### src/verilog/ep_ctrl_pkg.sv
// shared constants for the endpoint control block
package ep_ctrl_pkg;
  localparam int NUM_EP = 8;
  localparam int EP_W = 3;
  localparam int CNT_W = 11;
  localparam int DMA_CH = 3;
  // register byte offsets
  localparam logic [7:0] REG_CTRL = 8'h00;
  localparam logic [7:0] REG_STALL = 8'h04;
  localparam logic [7:0] REG_STATUS = 8'h08;
  localparam logic [7:0] REG_EP_SEL = 8'h0c;
  localparam logic [7:0] REG_EP_STAT = 8'h10;
  localparam logic [7:0] REG_EP_CMD = 8'h14;
  localparam logic [7:0] REG_RX_COUNT = 8'h18;
  localparam logic [7:0] REG_DMA_MAP = 8'h1c;
  localparam logic [7:0] REG_IRQ_STAT = 8'h20;
  localparam logic [7:0] REG_IRQ_MASK = 8'h24;
  localparam logic [7:0] REG_AUTO_SET = 8'h28;
  localparam logic [7:0] REG_MAXPKT = 8'h2c;
  // control register fields
  localparam int CTRL_DEV_MODE = 0;
  // ep command fields
  localparam int CMD_STALL_SET = 0;
  localparam int CMD_STALL_CLR = 1;
  localparam int CMD_TOG_CLR = 2;
  localparam int CMD_SEND = 3;
  localparam int CMD_DIR = 4;
  localparam int CMD_TYPE_LSB = 8;
  // direction select codes
  localparam logic device_in_direction_select = 1'b1;
  localparam logic device_out_direction_select = 1'b0;
  localparam logic host_transmit_direction_select = 1'b1;
  localparam logic host_receive_direction_select = 1'b0;
  // endpoint status layout
  localparam int ST_IN_PEND = 0;
  localparam int ST_IN_BUSY = 1;
  localparam int ST_IN_SENT_STALL = 2;
  localparam int ST_OUT_RDY = 3;
  localparam int ST_OUT_SENT_STALL = 4;
  localparam int ST_W = 5;
  // irq bits
  localparam int IRQ_RX = 0;
  localparam int IRQ_TX_DONE = 1;
  localparam int IRQ_STALL = 2;
  localparam int IRQ_W = 3;
  localparam logic [31:0] RD_UNMAPPED = 32'h0000_0000;
  typedef enum logic [2:0] {
    host_outbound_transaction_type = 3'b000,
    device_inbound_transaction_type = 3'b001,
    final_control_in_transaction_type = 3'b010,
    control_setup_transaction_type = 3'b011,
    control_status_transaction_type = 3'b100
  } trans_type_t;
  typedef enum logic [1:0] {
    HS_ACK = 2'b00,
    HS_NAK = 2'b01,
    HS_STALL = 2'b10
  } handshake_t;
  localparam logic SPEED_FULL = 1'b0;
  localparam logic SPEED_HIGH = 1'b1;
endpackage : ep_ctrl_pkg

### src/verilog/ep_rx_counter.sv
// per-endpoint receive byte count and ready flag
`timescale 1ns/100ps
module ep_rx_counter #(
  parameter int CNT_WIDTH = ep_ctrl_pkg::CNT_W
) (
  input wire logic core_clk,
  input wire logic rst_n,
  input wire logic byte_strobe,
  input wire logic pkt_end,
  input wire logic pkt_release,
  output logic [CNT_WIDTH-1:0] byte_count,
  output logic pkt_ready
);
  import ep_ctrl_pkg::*;
  logic [CNT_WIDTH-1:0] count_q, count_d;
  logic ready_q, ready_d;

  initial begin
    if (CNT_WIDTH < 1) $error("CNT_WIDTH too small");
  end

  always_comb begin
    count_d = count_q;
    ready_d = ready_q;
    if (pkt_release) begin
      count_d = '0;
      ready_d = 1'b0;
    end
    if (byte_strobe && !ready_q) begin
      count_d = count_q + 1'b1;
    end
    // empty packet still marks ready with zero count
    if (pkt_end) begin
      ready_d = 1'b1;
    end
  end

  always_ff @(posedge core_clk) begin
    if (!rst_n) begin
      count_q <= '0;
      ready_q <= 1'b0;
    end else begin
      count_q <= count_d;
      ready_q <= ready_d;
    end
  end

  assign byte_count = count_q;
  assign pkt_ready = ready_q;
endmodule : ep_rx_counter

### src/verilog/ep_tx_counter.sv
// per-endpoint transmit load count and auto-send detect
`timescale 1ns/100ps
module ep_tx_counter #(
  parameter int CNT_WIDTH = ep_ctrl_pkg::CNT_W
) (
  input wire logic core_clk,
  input wire logic rst_n,
  input wire logic load_strobe,
  input wire logic clear,
  input wire logic [CNT_WIDTH-1:0] max_packet,
  output logic [CNT_WIDTH-1:0] load_count,
  output logic reached_full
);
  import ep_ctrl_pkg::*;
  logic [CNT_WIDTH-1:0] count_q, count_d;

  initial begin
    if (CNT_WIDTH < 1) $error("CNT_WIDTH too small");
  end

  always_comb begin
    count_d = count_q;
    if (clear) begin
      count_d = '0;
    end else if (load_strobe) begin
      count_d = count_q + 1'b1;
    end
  end

  always_ff @(posedge core_clk) begin
    if (!rst_n) begin
      count_q <= '0;
    end else begin
      count_q <= count_d;
    end
  end

  assign load_count = count_q;
  assign reached_full = load_strobe && !clear && max_packet != '0 &&
    (count_q + 1'b1) == max_packet;
endmodule : ep_tx_counter

### src/verilog/usb_endpoint_control.sv
// endpoint control: stall, status, toggles, send, dma map, registers
//
// Function
// - IN stall sets only IN half
// - OUT stall sets only OUT half
// - stall clear affects selected half only
// - write-one clears exactly supplied status bits
// - dual-role part switches to device role
// - report negotiated speed high or full
// - rx byte count readable per endpoint
// - empty packet is ready, count zero
// - pending tx blocks new FIFO loads
// - send carries one of five types
// - busy visible, second trigger rejected
// - toggle reset per direction, any role; code refuses it on ep0
// - rx channels rx only, tx tx only
// - three rx, three tx channels, not ep0
// - no remap capability means no effect
// - auto-send when full packet loaded
//
// Local design decisions: the address map and the Avalon-MM register port.
`timescale 1ns/100ps
module usb_endpoint_control #(
  parameter int NUM_ENDPOINTS = ep_ctrl_pkg::NUM_EP,
  parameter bit DUAL_ROLE = 1'b1,
  parameter bit DMA_REMAP = 1'b1
) (
  input wire logic core_clk,
  input wire logic rst_n,
  input wire logic [7:0] avs_address,
  input wire logic avs_read,
  input wire logic avs_write,
  input wire logic [31:0] avs_writedata,
  input wire logic [3:0] avs_byteenable,
  output logic [31:0] avs_readdata,
  output logic avs_waitrequest,
  input wire logic link_high_speed,
  input wire logic link_token_valid,
  input wire logic [ep_ctrl_pkg::EP_W-1:0] link_token_ep,
  input wire logic link_token_in,
  input wire logic link_rx_byte,
  input wire logic link_rx_end,
  input wire logic link_tx_done,
  input wire logic fifo_load_strobe,
  input wire logic [ep_ctrl_pkg::EP_W-1:0] fifo_load_ep,
  output logic fifo_load_ready,
  output logic [1:0] link_handshake,
  output logic link_handshake_valid,
  output logic tx_start,
  output ep_ctrl_pkg::trans_type_t tx_type,
  output logic [ep_ctrl_pkg::EP_W-1:0] tx_ep,
  output logic [ep_ctrl_pkg::NUM_EP-1:0] data_toggle_in,
  output logic [ep_ctrl_pkg::NUM_EP-1:0] data_toggle_out,
  output logic device_role,
  output logic irq
);
  import ep_ctrl_pkg::*;

  initial begin
    if (NUM_ENDPOINTS != NUM_EP) $error("NUM_ENDPOINTS must equal NUM_EP");
  end

  ////////////////////////////////////////////////////////////////////////
  // state
  logic [NUM_EP-1:0] stall_in_q, stall_in_d, stall_out_q, stall_out_d;
  logic [NUM_EP-1:0] pend_q, pend_d, busy_q, busy_d;
  logic [NUM_EP-1:0] in_sstall_q, in_sstall_d;
  logic [NUM_EP-1:0] out_sstall_q, out_sstall_d;
  logic [NUM_EP-1:0] tog_in_q, tog_in_d, tog_out_q, tog_out_d;
  logic [NUM_EP-1:0] auto_q, auto_d;
  logic [CNT_W-1:0] maxpkt_q, maxpkt_d;
  logic [EP_W-1:0] sel_q, sel_d;
  logic role_q, role_d;
  logic [EP_W-1:0] rx_map_q [DMA_CH];
  logic [EP_W-1:0] rx_map_d [DMA_CH];
  logic [EP_W-1:0] tx_map_q [DMA_CH];
  logic [EP_W-1:0] tx_map_d [DMA_CH];
  logic [IRQ_W-1:0] irq_st_q, irq_st_d, irq_mask_q, irq_mask_d;
  logic [31:0] rdata_q, rdata_d;
  logic ack_q, ack_d;
  logic start_q, start_d;
  trans_type_t type_q, type_d;
  logic [EP_W-1:0] txep_q, txep_d;
  logic [1:0] hs_q, hs_d;
  logic hsv_q, hsv_d;
  logic irq_q, irq_d;
  logic load_rdy_q, load_rdy_d;

  logic [CNT_W-1:0] rx_count [NUM_EP];
  logic [NUM_EP-1:0] rx_ready, tx_full, rx_rel, tx_clr, ld_stb, rx_stb, rx_end;

  ////////////////////////////////////////////////////////////////////////
  // per-endpoint counters
  for (genvar e = 0; e < NUM_EP; e++) begin : g_ep
    assign rx_stb[e] = link_rx_byte && !link_token_in &&
      link_token_ep == EP_W'(e) && !stall_out_q[e];
    assign rx_end[e] = link_rx_end && link_token_ep == EP_W'(e) &&
      !stall_out_q[e];
    assign ld_stb[e] = fifo_load_strobe && fifo_load_ep == EP_W'(e) &&
      !pend_q[e];
    ep_rx_counter #(.CNT_WIDTH(CNT_W)) u_rx (
      .core_clk(core_clk),
      .rst_n(rst_n),
      .byte_strobe(rx_stb[e]),
      .pkt_end(rx_end[e]),
      .pkt_release(rx_rel[e]),
      .byte_count(rx_count[e]),
      .pkt_ready(rx_ready[e])
    );
    ep_tx_counter #(.CNT_WIDTH(CNT_W)) u_tx (
      .core_clk(core_clk),
      .rst_n(rst_n),
      .load_strobe(ld_stb[e]),
      .clear(tx_clr[e]),
      .max_packet(maxpkt_q),
      .load_count(),
      .reached_full(tx_full[e])
    );
  end

  function automatic logic [ST_W-1:0] ep_status(input logic [EP_W-1:0] e);
    logic [ST_W-1:0] s;
    s = '0;
    s[ST_IN_PEND] = pend_q[e];
    s[ST_IN_BUSY] = busy_q[e];
    s[ST_IN_SENT_STALL] = in_sstall_q[e];
    s[ST_OUT_RDY] = rx_ready[e];
    s[ST_OUT_SENT_STALL] = out_sstall_q[e];
    return s;
  endfunction : ep_status

  ////////////////////////////////////////////////////////////////////////
  // register and endpoint logic
  logic wr, rd, cmd_wr;
  logic [EP_W-1:0] cep;
  logic cdir;
  logic [2:0] ctype;
  logic [1:0] dch;
  logic [EP_W-1:0] dep;
  always_comb begin
    wr = avs_write && !ack_q;
    rd = avs_read && !ack_q;
    cmd_wr = wr && avs_address == REG_EP_CMD && avs_byteenable[0];
    cep = sel_q;
    cdir = avs_writedata[CMD_DIR];
    ctype = avs_writedata[CMD_TYPE_LSB +: 3];
    dch = avs_writedata[1:0];
    dep = avs_writedata[8 +: EP_W];
    stall_in_d = stall_in_q;
    stall_out_d = stall_out_q;
    pend_d = pend_q;
    busy_d = busy_q;
    in_sstall_d = in_sstall_q;
    out_sstall_d = out_sstall_q;
    tog_in_d = tog_in_q;
    tog_out_d = tog_out_q;
    auto_d = auto_q;
    maxpkt_d = maxpkt_q;
    sel_d = sel_q;
    role_d = role_q;
    rx_map_d = rx_map_q;
    tx_map_d = tx_map_q;
    irq_st_d = irq_st_q;
    irq_mask_d = irq_mask_q;
    rdata_d = rdata_q;
    ack_d = 1'b0;
    start_d = 1'b0;
    type_d = type_q;
    txep_d = txep_q;
    hs_d = hs_q;
    hsv_d = 1'b0;
    rx_rel = '0;
    tx_clr = '0;
    // software side
    if (wr || rd) ack_d = 1'b1;
    if (wr && avs_byteenable[0]) begin
      unique case (avs_address)
        REG_CTRL: if (DUAL_ROLE && avs_writedata[CTRL_DEV_MODE])
          role_d = 1'b1;
        REG_EP_SEL: sel_d = avs_writedata[EP_W-1:0];
        REG_EP_STAT: begin
          // write-one clear of the selected endpoint's status
          if (avs_writedata[ST_IN_SENT_STALL]) in_sstall_d[cep] = 1'b0;
          if (avs_writedata[ST_OUT_SENT_STALL]) out_sstall_d[cep] = 1'b0;
          if (avs_writedata[ST_OUT_RDY]) rx_rel[cep] = 1'b1;
        end
        REG_IRQ_STAT: irq_st_d = irq_st_q & ~avs_writedata[IRQ_W-1:0];
        REG_IRQ_MASK: irq_mask_d = avs_writedata[IRQ_W-1:0];
        REG_AUTO_SET: auto_d = avs_writedata[NUM_EP-1:0];
        REG_DMA_MAP: begin
          // remap refused for ep0 and bad channel; absent remap is a no-op
          if (DMA_REMAP && dep != '0 && dch < 2'(DMA_CH)) begin
            if (avs_writedata[4]) tx_map_d[dch] = dep;
            else rx_map_d[dch] = dep;
          end
        end
        default: ;
      endcase
    end
    if (wr && avs_address == REG_MAXPKT && avs_byteenable[1:0] == 2'b11)
      maxpkt_d = avs_writedata[CNT_W-1:0];
    if (cmd_wr) begin
      if (avs_writedata[CMD_STALL_SET]) begin
        if (cdir == device_in_direction_select) stall_in_d[cep] = 1'b1;
        else stall_out_d[cep] = 1'b1;
      end
      if (avs_writedata[CMD_STALL_CLR]) begin
        if (cdir == device_in_direction_select) stall_in_d[cep] = 1'b0;
        else stall_out_d[cep] = 1'b0;
      end
      // no toggle reset on ep0
      if (avs_writedata[CMD_TOG_CLR] && cep != '0) begin
        if (cdir == device_in_direction_select) tog_in_d[cep] = 1'b0;
        else tog_out_d[cep] = 1'b0;
      end
      // busy endpoint drops the trigger; software sees it in status
      if (avs_writedata[CMD_SEND] && !busy_q[cep] &&
          ctype <= 3'(control_status_transaction_type)) begin
        start_d = 1'b1;
        type_d = trans_type_t'(ctype);
        txep_d = cep;
        busy_d[cep] = 1'b1;
        pend_d[cep] = 1'b1;
      end
    end
    // auto start on a full packet
    for (int e = 0; e < NUM_EP; e++) begin
      if (auto_q[e] && tx_full[e] && !busy_d[e]) begin
        start_d = 1'b1;
        type_d = device_inbound_transaction_type;
        txep_d = EP_W'(e);
        busy_d[e] = 1'b1;
        pend_d[e] = 1'b1;
      end
    end
    // link side
    if (link_token_valid) begin
      hsv_d = 1'b1;
      if (link_token_in ? stall_in_q[link_token_ep] :
          stall_out_q[link_token_ep]) begin
        hs_d = HS_STALL;
        if (link_token_in) in_sstall_d[link_token_ep] = 1'b1;
        else out_sstall_d[link_token_ep] = 1'b1;
        irq_st_d[IRQ_STALL] = 1'b1;
      end else if (!link_token_in && rx_ready[link_token_ep]) begin
        hs_d = HS_NAK;
      end else begin
        hs_d = HS_ACK;
      end
    end
    if (link_rx_end && !stall_out_q[link_token_ep]) begin
      irq_st_d[IRQ_RX] = 1'b1;
      tog_out_d[link_token_ep] = ~tog_out_q[link_token_ep];
    end
    if (link_tx_done) begin
      busy_d[txep_q] = 1'b0;
      pend_d[txep_q] = 1'b0;
      tx_clr[txep_q] = 1'b1;
      tog_in_d[txep_q] = ~tog_in_q[txep_q];
      irq_st_d[IRQ_TX_DONE] = 1'b1;
    end
    // read mux
    if (rd) begin
      unique case (avs_address)
        REG_CTRL: rdata_d = {31'h0, role_q};
        REG_STATUS: rdata_d = {31'h0,
          link_high_speed ? SPEED_HIGH : SPEED_FULL};
        REG_STALL: rdata_d = {16'h0, stall_out_q, stall_in_q};
        REG_EP_SEL: rdata_d = {29'h0, sel_q};
        REG_EP_STAT: rdata_d = {27'h0, ep_status(sel_q)};
        REG_RX_COUNT: rdata_d = {21'h0, rx_count[sel_q]};
        REG_IRQ_STAT: rdata_d = {29'h0, irq_st_q};
        REG_IRQ_MASK: rdata_d = {29'h0, irq_mask_q};
        REG_AUTO_SET: rdata_d = {24'h0, auto_q};
        REG_MAXPKT: rdata_d = {21'h0, maxpkt_q};
        REG_DMA_MAP: rdata_d = {14'h0, tx_map_q[2], tx_map_q[1],
          tx_map_q[0], rx_map_q[2], rx_map_q[1], rx_map_q[0]};
        default: rdata_d = RD_UNMAPPED;
      endcase
    end
    irq_d = |(irq_st_d & irq_mask_d);
    load_rdy_d = !pend_d[fifo_load_ep];
  end

  always_ff @(posedge core_clk) begin
    if (!rst_n) begin
      stall_in_q <= '0;
      stall_out_q <= '0;
      pend_q <= '0;
      busy_q <= '0;
      in_sstall_q <= '0;
      out_sstall_q <= '0;
      tog_in_q <= '0;
      tog_out_q <= '0;
      auto_q <= '0;
      maxpkt_q <= '0;
      sel_q <= '0;
      role_q <= 1'b0;
      for (int c = 0; c < DMA_CH; c++) begin
        rx_map_q[c] <= EP_W'(c + 1);
        tx_map_q[c] <= EP_W'(c + 1);
      end
      irq_st_q <= '0;
      irq_mask_q <= '0;
      rdata_q <= '0;
      ack_q <= 1'b0;
      start_q <= 1'b0;
      type_q <= host_outbound_transaction_type;
      txep_q <= '0;
      hs_q <= HS_ACK;
      hsv_q <= 1'b0;
      irq_q <= 1'b0;
      load_rdy_q <= 1'b0;
    end else begin
      stall_in_q <= stall_in_d;
      stall_out_q <= stall_out_d;
      pend_q <= pend_d;
      busy_q <= busy_d;
      in_sstall_q <= in_sstall_d;
      out_sstall_q <= out_sstall_d;
      tog_in_q <= tog_in_d;
      tog_out_q <= tog_out_d;
      auto_q <= auto_d;
      maxpkt_q <= maxpkt_d;
      sel_q <= sel_d;
      role_q <= role_d;
      rx_map_q <= rx_map_d;
      tx_map_q <= tx_map_d;
      irq_st_q <= irq_st_d;
      irq_mask_q <= irq_mask_d;
      rdata_q <= rdata_d;
      ack_q <= ack_d;
      start_q <= start_d;
      type_q <= type_d;
      txep_q <= txep_d;
      hs_q <= hs_d;
      hsv_q <= hsv_d;
      irq_q <= irq_d;
      load_rdy_q <= load_rdy_d;
    end
  end

  ////////////////////////////////////////////////////////////////////////
  // outputs
  // waitrequest falls one cycle after the request is seen
  assign avs_waitrequest = !ack_q;
  assign avs_readdata = rdata_q;
  assign tx_start = start_q;
  assign tx_type = type_q;
  assign tx_ep = txep_q;
  assign link_handshake = hs_q;
  assign link_handshake_valid = hsv_q;
  assign data_toggle_in = tog_in_q;
  assign data_toggle_out = tog_out_q;
  assign device_role = role_q;
  assign irq = irq_q;
  assign fifo_load_ready = load_rdy_q;
endmodule : usb_endpoint_control

### config.mk
export PLATFORM = sky130hd
export DESIGN_NAME = usb_endpoint_control
export DESIGN_NICKNAME = d
export VERILOG_FILES = /design/src/verilog/ep_ctrl_pkg.sv /design/src/verilog/ep_rx_counter.sv /design/src/verilog/ep_tx_counter.sv /design/src/verilog/usb_endpoint_control.sv
export SDC_FILE = /design/constraint.sdc
export NUM_CORES = 1
export LEC_CHECK = 0
export ABC_AREA = 1
export ABC_CLOCK_PERIOD_IN_PS = 2200
export BUFFER_PORTS_ARGS = -buffer_cell sky130_fd_sc_hd__buf_2
export CORE_MARGIN = 8
export CORE_UTILIZATION = 45
export CTS_CLUSTER_DIAMETER = 40
export DETAILED_ROUTE_END_ITERATION = 7
export HOLD_SLACK_MARGIN = 0.03
export PLACE_DENSITY = 0.64
export SLEW_MARGIN = 25
export SYNTH_ARGS = -nofsm -noshare
export SYNTH_HDL_FRONTEND = slang
export SYNTH_SLANG_ARGS = --single-unit
### constraint.sdc
create_clock -name core_clk -period 2.2 [get_ports core_clk]
set_input_delay 0.11 -clock core_clk [delete_from_list [all_inputs] [get_ports core_clk]]
set_output_delay 0.11 -clock core_clk [all_outputs]
set_load 0.1 [all_outputs]
==> results.txt, run 1 <==
Avg WL per Cell = 19.27 um
FF-to-FF path depth = 16
Failing checks = setup timing
Ys flop type = dfxtp_1
Total number of vias = 23300
Max Clock Freq = 445.0 MHz
Worst skew pair latency = 0.60 ns
Sequential area share after synthesis = 33.40%
Clock Skew = 0.02609 ns
Largest net degree at the start of global routing = 143
Power per cell area = 640.4 nW/um^2
Core area = 42980 um^2
Min-delay src = avs_address[2]
Buffers & Inverters on Critical Path = 6
Crit path time final = 2.247 ns
CTS Buf Count = 66
Final setup viols = 5
Critical-path top delay cell = dfxtp_4
Vias in the first global route = 21900
Fin nets = 3633
Initial core utilization = 45.46%
Final Wtd Congestion = 1.011
Worst rel slew slack = 48.24%
Worst Hold Depth = 6
H-tree depth = 3
Critical Path Fanout Max = 8
EDFF count, synth = 0
Hold endpoint = auto_q[7]$_SDFFE_PN0P_
TritonCTS clock tree = yes
Maximum clock path buffer count = 3
First-pass GRT wire length = 121400 um
Slew Limit Fails = 0
Drt via density = 5.564
Setup CP Type = reg -> reg
Reg-to-Reg Start = cep[0]$_SDFFE_PN0P_
Synth Cell Area = 19540 um^2
Clk pin slew, worst setup/hold paths = 0.06 ns
Area Overhead vs Synth = 36.64%
DRT Wirelength = 80670 um
Unrepaired setup endpoints after global routing = true
Leakage = 11.09 nW
Placed cells = 4021
Num ports = 123
Dpl ws = -0.3651 ns
IO buf count = 85
Total Power = 17.10 mW
Mean post-synth cell area = 6.336 um^2
Fin crit share = 102.1%
Share of post-route cells with drive strength above 1 = 23.93%
Die H = 224.4 um
Critical Path, Cell by Cell = inv_4 -> buf_12 -> nand3_1 -> inv_2 -> buf_4 -> nand3_1 -> nand2_1 -> inv_1 -> buf_4 -> nand4_1 -> nand2_1 -> nor2_1 -> nand3_1 -> nor2_2 -> nor2_1 -> nor2_1
Antenna violations before repair = 0
Yosys cell types = 58
Grt ovf = 0
Max VDD drop = 684.6 uV
Synth Warn # = 0
Routed Antenna Nets = 0
Root buf cell = clkbuf_16
Sink Count = 326
Global Route Usage Sum = 30.58%
Worst path arrival time = 2.75 ns
Asr flop ratio synth = 0%
# diodes = 0
Initial DRC count = 2273
Final Hold Viols = 0
Commonest non-fill, non-tap cell in the layout = nand2_1
Pre-antenna DRT Iters = 6
Syn Inst Count = 3084
Status = finished, violations left
CP delay by family, top = simple AND/OR/NAND/NOR gates
Worst R2R End = tx_ep[1]$_SDFFE_PN0P_
Worst Hold Class = in -> reg
Commonest cells after routing, fill and taps aside = 708 x nand2_1, 435 x inv_1, 366 x buf_4, 288 x dfxtp_1, 238 x a21oi_1
Total of max-cap violations = 0
Worst slew pin tran = 0.7736 ns
Worst endpoint required time = 2.70 ns
Non-filler cells, final = 4187
Min Hold Slack = 0.06683 ns
Row count = 76
Number of synthesized register bits = 326
DIE AREA = 50350 um^2
PnR worst setup slack = -0.04710 ns
Critical path launch point type = register
R2r setup slk = -0.05 ns
Die width = 224.4 um
Final TNS setup = -0.1236 ns
CP max stage delay = 0.38 ns
DRC viols = 0
Placed wire-length estimate = 60630 um
Crit end category = register
where the power goes:
group	internal, mW	switching (mW)
clock network	6.34	3.44
logic	0.390	0.869
registers	5.99	0.0741
total	12.7	4.38
state kept, by name (all words and copies together), names as in the netlist, 9 cells and up:
name and flops:
g_ep.u_rx.byte_count 88, g_ep.u_tx.load_count 88, maxpkt_q 11, avs_readdata 18
rx_map_q 9, tx_map_q 9
metal layers:
metal / wire length (um) / share of wire, % / GRT usage, %
met5: 0 / 0 / 0
met4: 4521 / 5.6 / 16.35
met3: 5637 / 7.0 / 5.249
met2: 38130 / 47 / 51.38
met1: 32380 / 40 / 37.07
worst max-delay path by stage:
| stage | from | endpoint | cells after the start |
|---|---|---|---|
| floorplan | tx_ep[0]$_SDFFE_PN0P_ | fifo_load_ready$_SDFF_PN0_ | 16 |
| global placement | cep[1]$_SDFFE_PN0P_ | avs_readdata[5]$_SDFFE_PN0P_ | 10 |
| detailed placement | cep[1]$_SDFFE_PN0P_ | avs_readdata[5]$_SDFFE_PN0P_ | 10 |
| CTS | g_ep[5].u_tx.load_count[0]$_SDFFE_PP0P_ | tx_type[1]$_SDFFE_PP0P_ | 13 |
| global route | g_ep[4].u_tx.load_count[1]$_SDFFE_PP0P_ | fifo_load_ready$_SDFF_PN0_ | 17 |
| finish | cep[0]$_SDFFE_PN0P_ | tx_ep[1]$_SDFFE_PN0P_ | 16 |
Yosys cell counts (all sizes together), types with 4 or more instances:
cell | number | area (um^2)
a211oi | 10 | 75.07
a21oi | 241 | 1214
a221oi | 47 | 411.6
a311oi | 4 | 35.03
a31oi | 8 | 50.05
buf | 38 | 234.0
clkbuf | 67 | 252.7
clkinv | 9 | 33.78
dfxtp | 326 | 6526
ha | 16 | 200.2
inv | 469 | 1760
nand2 | 756 | 2845
nand3 | 232 | 1186
nand3b | 12 | 90.09
nand4 | 73 | 475.5
nor2 | 294 | 1156
nor3 | 73 | 445.4
nor4 | 12 | 81.33
o2111ai | 9 | 78.83
o211ai | 27 | 202.7
o21ai | 239 | 1196
o21bai | 14 | 116.4
o221a | 5 | 56.30
o22ai | 34 | 212.7
o31ai | 8 | 60.06
o41ai | 13 | 113.9
xnor2 | 4 | 35.03
xor2 | 16 | 140.1
worst register-to-register path, cell delays in order (launching register included):
cell	delay, ns
dfxtp_4	0.38
inv_4	0.10
buf_12	0.11
nand3_1	0.12
inv_2	0.20
buf_4	0.14
nand3_1	0.14
nand2_1	0.09
inv_1	0.09
buf_4	0.15
nand4_1	0.13
nand2_1	0.07
nor2_1	0.08
nand3_1	0.10
nor2_2	0.11
nor2_1	0.06
nor2_1	0.09
what timing repair did:
action	CTS	global route
hold buffers	22	0
resized for setup	127	162
pin swaps	54	81
endpoints found under the hold margin	77	0
endpoints found under the setup margin	45	53
setup buffers	13	17
layout make-up:
type,count,area (um^2)
clock buffer,82,1866
clock inverter,32,286.5
multi-input combinational,2188,11640
fill,3983,16280
timing repair buffer,496,3757
sequential,326,6599
inverter,478,1817
tap,585,732.0
per-stage QoR:
step                      util [%]  cell area [um^2]
after detailed placement     53.78             23120
after CTS                    60.53             26020
after global routing         62.12             26700
final                        62.12             26700
after floorplan                  -             19600
after global placement       53.78             23120
logic make-up after synthesis:
| group | count (synthesis) | synth area share [%] |
|---|---|---|
| adders and majority gates | 16 | 1.025 |
| AOI/OAI and AO/OA | 675 | 20.23 |
| other | 1 | 0.01919 |
| DFF | 326 | 33.40 |
| buffers and inverters | 583 | 11.67 |
| xor gates and xnor gates | 23 | 1.242 |
| and+or+nand+nor | 1460 | 32.41 |
(Power assumes the default switching activity.)
==> inputs of run 2 (changes only) <==
ABC_CLOCK_PERIOD_IN_PS = 2700   (was 2200)
clock period = 2.7 ns   (was 2.2 ns; I/O delays follow)
==> run 2 against run 1 <==
  * The run now ends clean
  * Count of clock-buffer cells in the layout decreased by 2
  * Sequential share of layout area increased by 2.8 points
  * Fmax decreased by 15%
  * Register-to-register slack improved by 0.11 ns
  * Via count decreased by 4.9%
==> results.txt, run 2 (synthesis results as in run 1) <==
R2r setup slk = 0.07 ns
Commonest cells after routing, fill and taps aside = 752 x nand2_1, 452 x inv_1, 322 x dfxtp_1, 269 x nor2_1, 239 x a21oi_1
First-pass GRT wire length = 114400 um
Global Route Usage Sum = 28.72%
Share of post-route cells with drive strength above 1 = 12.15%
Die H = 224.4 um
Placed wire-length estimate = 55820 um
Crit end category = register
IO buf count = 85
Final setup viols = 0
Area Overhead vs Synth = 21.34%
TritonCTS clock tree = yes
Worst rel slew slack = 43.92%
Initial core utilization = 45.46%
Vias in the first global route = 20580
Leakage = 9.546 nW
Worst slew pin tran = 0.8303 ns
Total of max-cap violations = 0
Critical path launch point type = register
Final Hold Viols = 0
Row count = 76
Die width = 224.4 um
Cell mode on critical path = buf_4
Maximum clock path buffer count = 3
Core area = 42980 um^2
H-tree depth = 3
Power per cell area = 595.1 nW/um^2
Slew Limit Fails = 0
Sink Count = 326
Avg WL per Cell = 19.15 um
Routed Antenna Nets = 0
Drt via density = 5.652
Worst skew pair latency = 0.60 ns
Max Clock Freq = 379.8 MHz
CP max stage delay = 0.65 ns
Setup CP Type = reg -> reg
DRC viols = 0
Worst Hold Class = in -> reg
Fin nets = 3360
Num ports = 123
Clk pin slew, worst setup/hold paths = 0.05 ns
Critical-path top delay cell = o41ai_1
Root buf cell = clkbuf_16
DIE AREA = 50350 um^2
Status = finished, final reports clean
Final TNS setup = 0 ns
Pre-antenna DRT Iters = 6
Critical Path, Cell by Cell = buf_4 -> nand3_1 -> inv_1 -> buf_4 -> nand2_1 -> o21ai_0 -> o41ai_1 -> buf_4 -> o2111ai_1 -> nand2_1 -> a21oi_1
DRT Wirelength = 75060 um
Filler cells = 4267
Max VDD drop = 586.7 uV
Worst endpoint required time = 3.16 ns
Fin crit share = 97.51%
Commonest non-fill, non-tap cell in the layout = nand2_1
Unrepaired setup endpoints after global routing = true
Antenna violations before repair = 0
Initial DRC count = 2471
Crit path time final = 2.633 ns
Critical Path Fanout Max = 8
CTS Buf Count = 67
Total number of vias = 22150
Largest net degree at the start of global routing = 106
Final design utilization = 55.16%
Clock Skew = 0.02952 ns
Worst path arrival time = 3.09 ns
Grt ovf = 0
Final Wtd Congestion = 1.026
## run 2: cell count changes in the layout (fill, tap and decap cells not counted), sizes merged
| cell | delta |
|---|---|
| buf | -270 |
| bufinv | +3 |
| clkbuf | -2 |
| clkinv | +6 |
| clkinvlp | -3 |
| diode | +1 |
| dlygate4sd3 | -4 |
| inv | +1 |
## run 2: layout make-up
| type | instances | area (um^2) | area share, % |
|---|---|---|---|
| clock inverter | 39 | 445.4 | 1.879 |
| clock buffer | 80 | 1807 | 7.620 |
| timing repair buffer | 222 | 1562 | 6.586 |
| antenna | 1 | 2.502 | 0.01055 |
| sequential | 326 | 6531 | 27.55 |
| inverter | 478 | 1797 | 7.578 |
| multi-input combinational | 2188 | 10830 | 45.69 |
| tap | 585 | 732.0 | 3.087 |
## run 2: worst max-delay path: cells and delay by family, from the launching register on
kind | cells | cell delay, ns
buffers and inverters | 4 | 0.89
DFF | 1 | 0.39
and+or+nand+nor | 3 | 0.25
AOI/OAI and AO/OA | 4 | 0.95
## run 2: final timing paths
check / startpoint / to / depth (start not counted)
min reg2reg: g_ep[5].u_rx.byte_count[5]$_SDFFE_PN0P_ / g_ep[5].u_rx.byte_count[5]$_SDFFE_PN0P_ / 2
min: avs_address[5] / device_role$_SDFFE_PN0P_ / 6
max: cep[0]$_SDFFE_PN0P_ / avs_readdata[8]$_SDFFE_PN0P_ / 11
max reg2reg: cep[0]$_SDFFE_PN0P_ / avs_readdata[8]$_SDFFE_PN0P_ / 11
## run 2: per-stage QoR
| step | instances | total power, mW | hold WS, ns | setup slack, ns | area (um^2) |
|---|---|---|---|---|---|
| floorplan | 3097 | 5.625 | 0.2469 | 0.08565 | 19590 |
| global placement | 3781 | 5.848 | 0.4192 | 0.1784 | 21220 |
| detailed placement | 3781 | 5.859 | 0.4373 | 0.1561 | 21220 |
| CTS | 3918 | 14.18 | 0.04031 | 0.1133 | 23650 |
| global route | 3918 | 14.50 | 0.08804 | -0.02491 | 23710 |
| finish | 3919 | 14.11 | 0.06173 | 0.06730 | 23710 |
## run 2: per-layer routing
metal	GRT usage [%]	wire length, um	vias to the layer above
met3	5.302	5875	230
li1	-	-	10650
met4	13.88	3660	0
met2	46.43	34190	1010
met1	36.65	31320	10260
met5	0	0	-
## run 2: what timing repair did
action / in CTS / in global routing
endpoints found under the setup margin: 0 / 8
hold endpoints to repair: 46 / 0
hold buffers: 18 / 0
setup buffers: 0 / 0
resized for setup: 0 / 21
## run 2: power by group
part	leakage, nW	switching (mW)	internal, mW	total (mW)
Sequential	2.64	0.0636	4.88	4.95
Combinational	5.81	0.648	0.214	0.862
Clock	1.10	2.92	5.38	8.30
Total	9.55	3.63	10.5	14.1
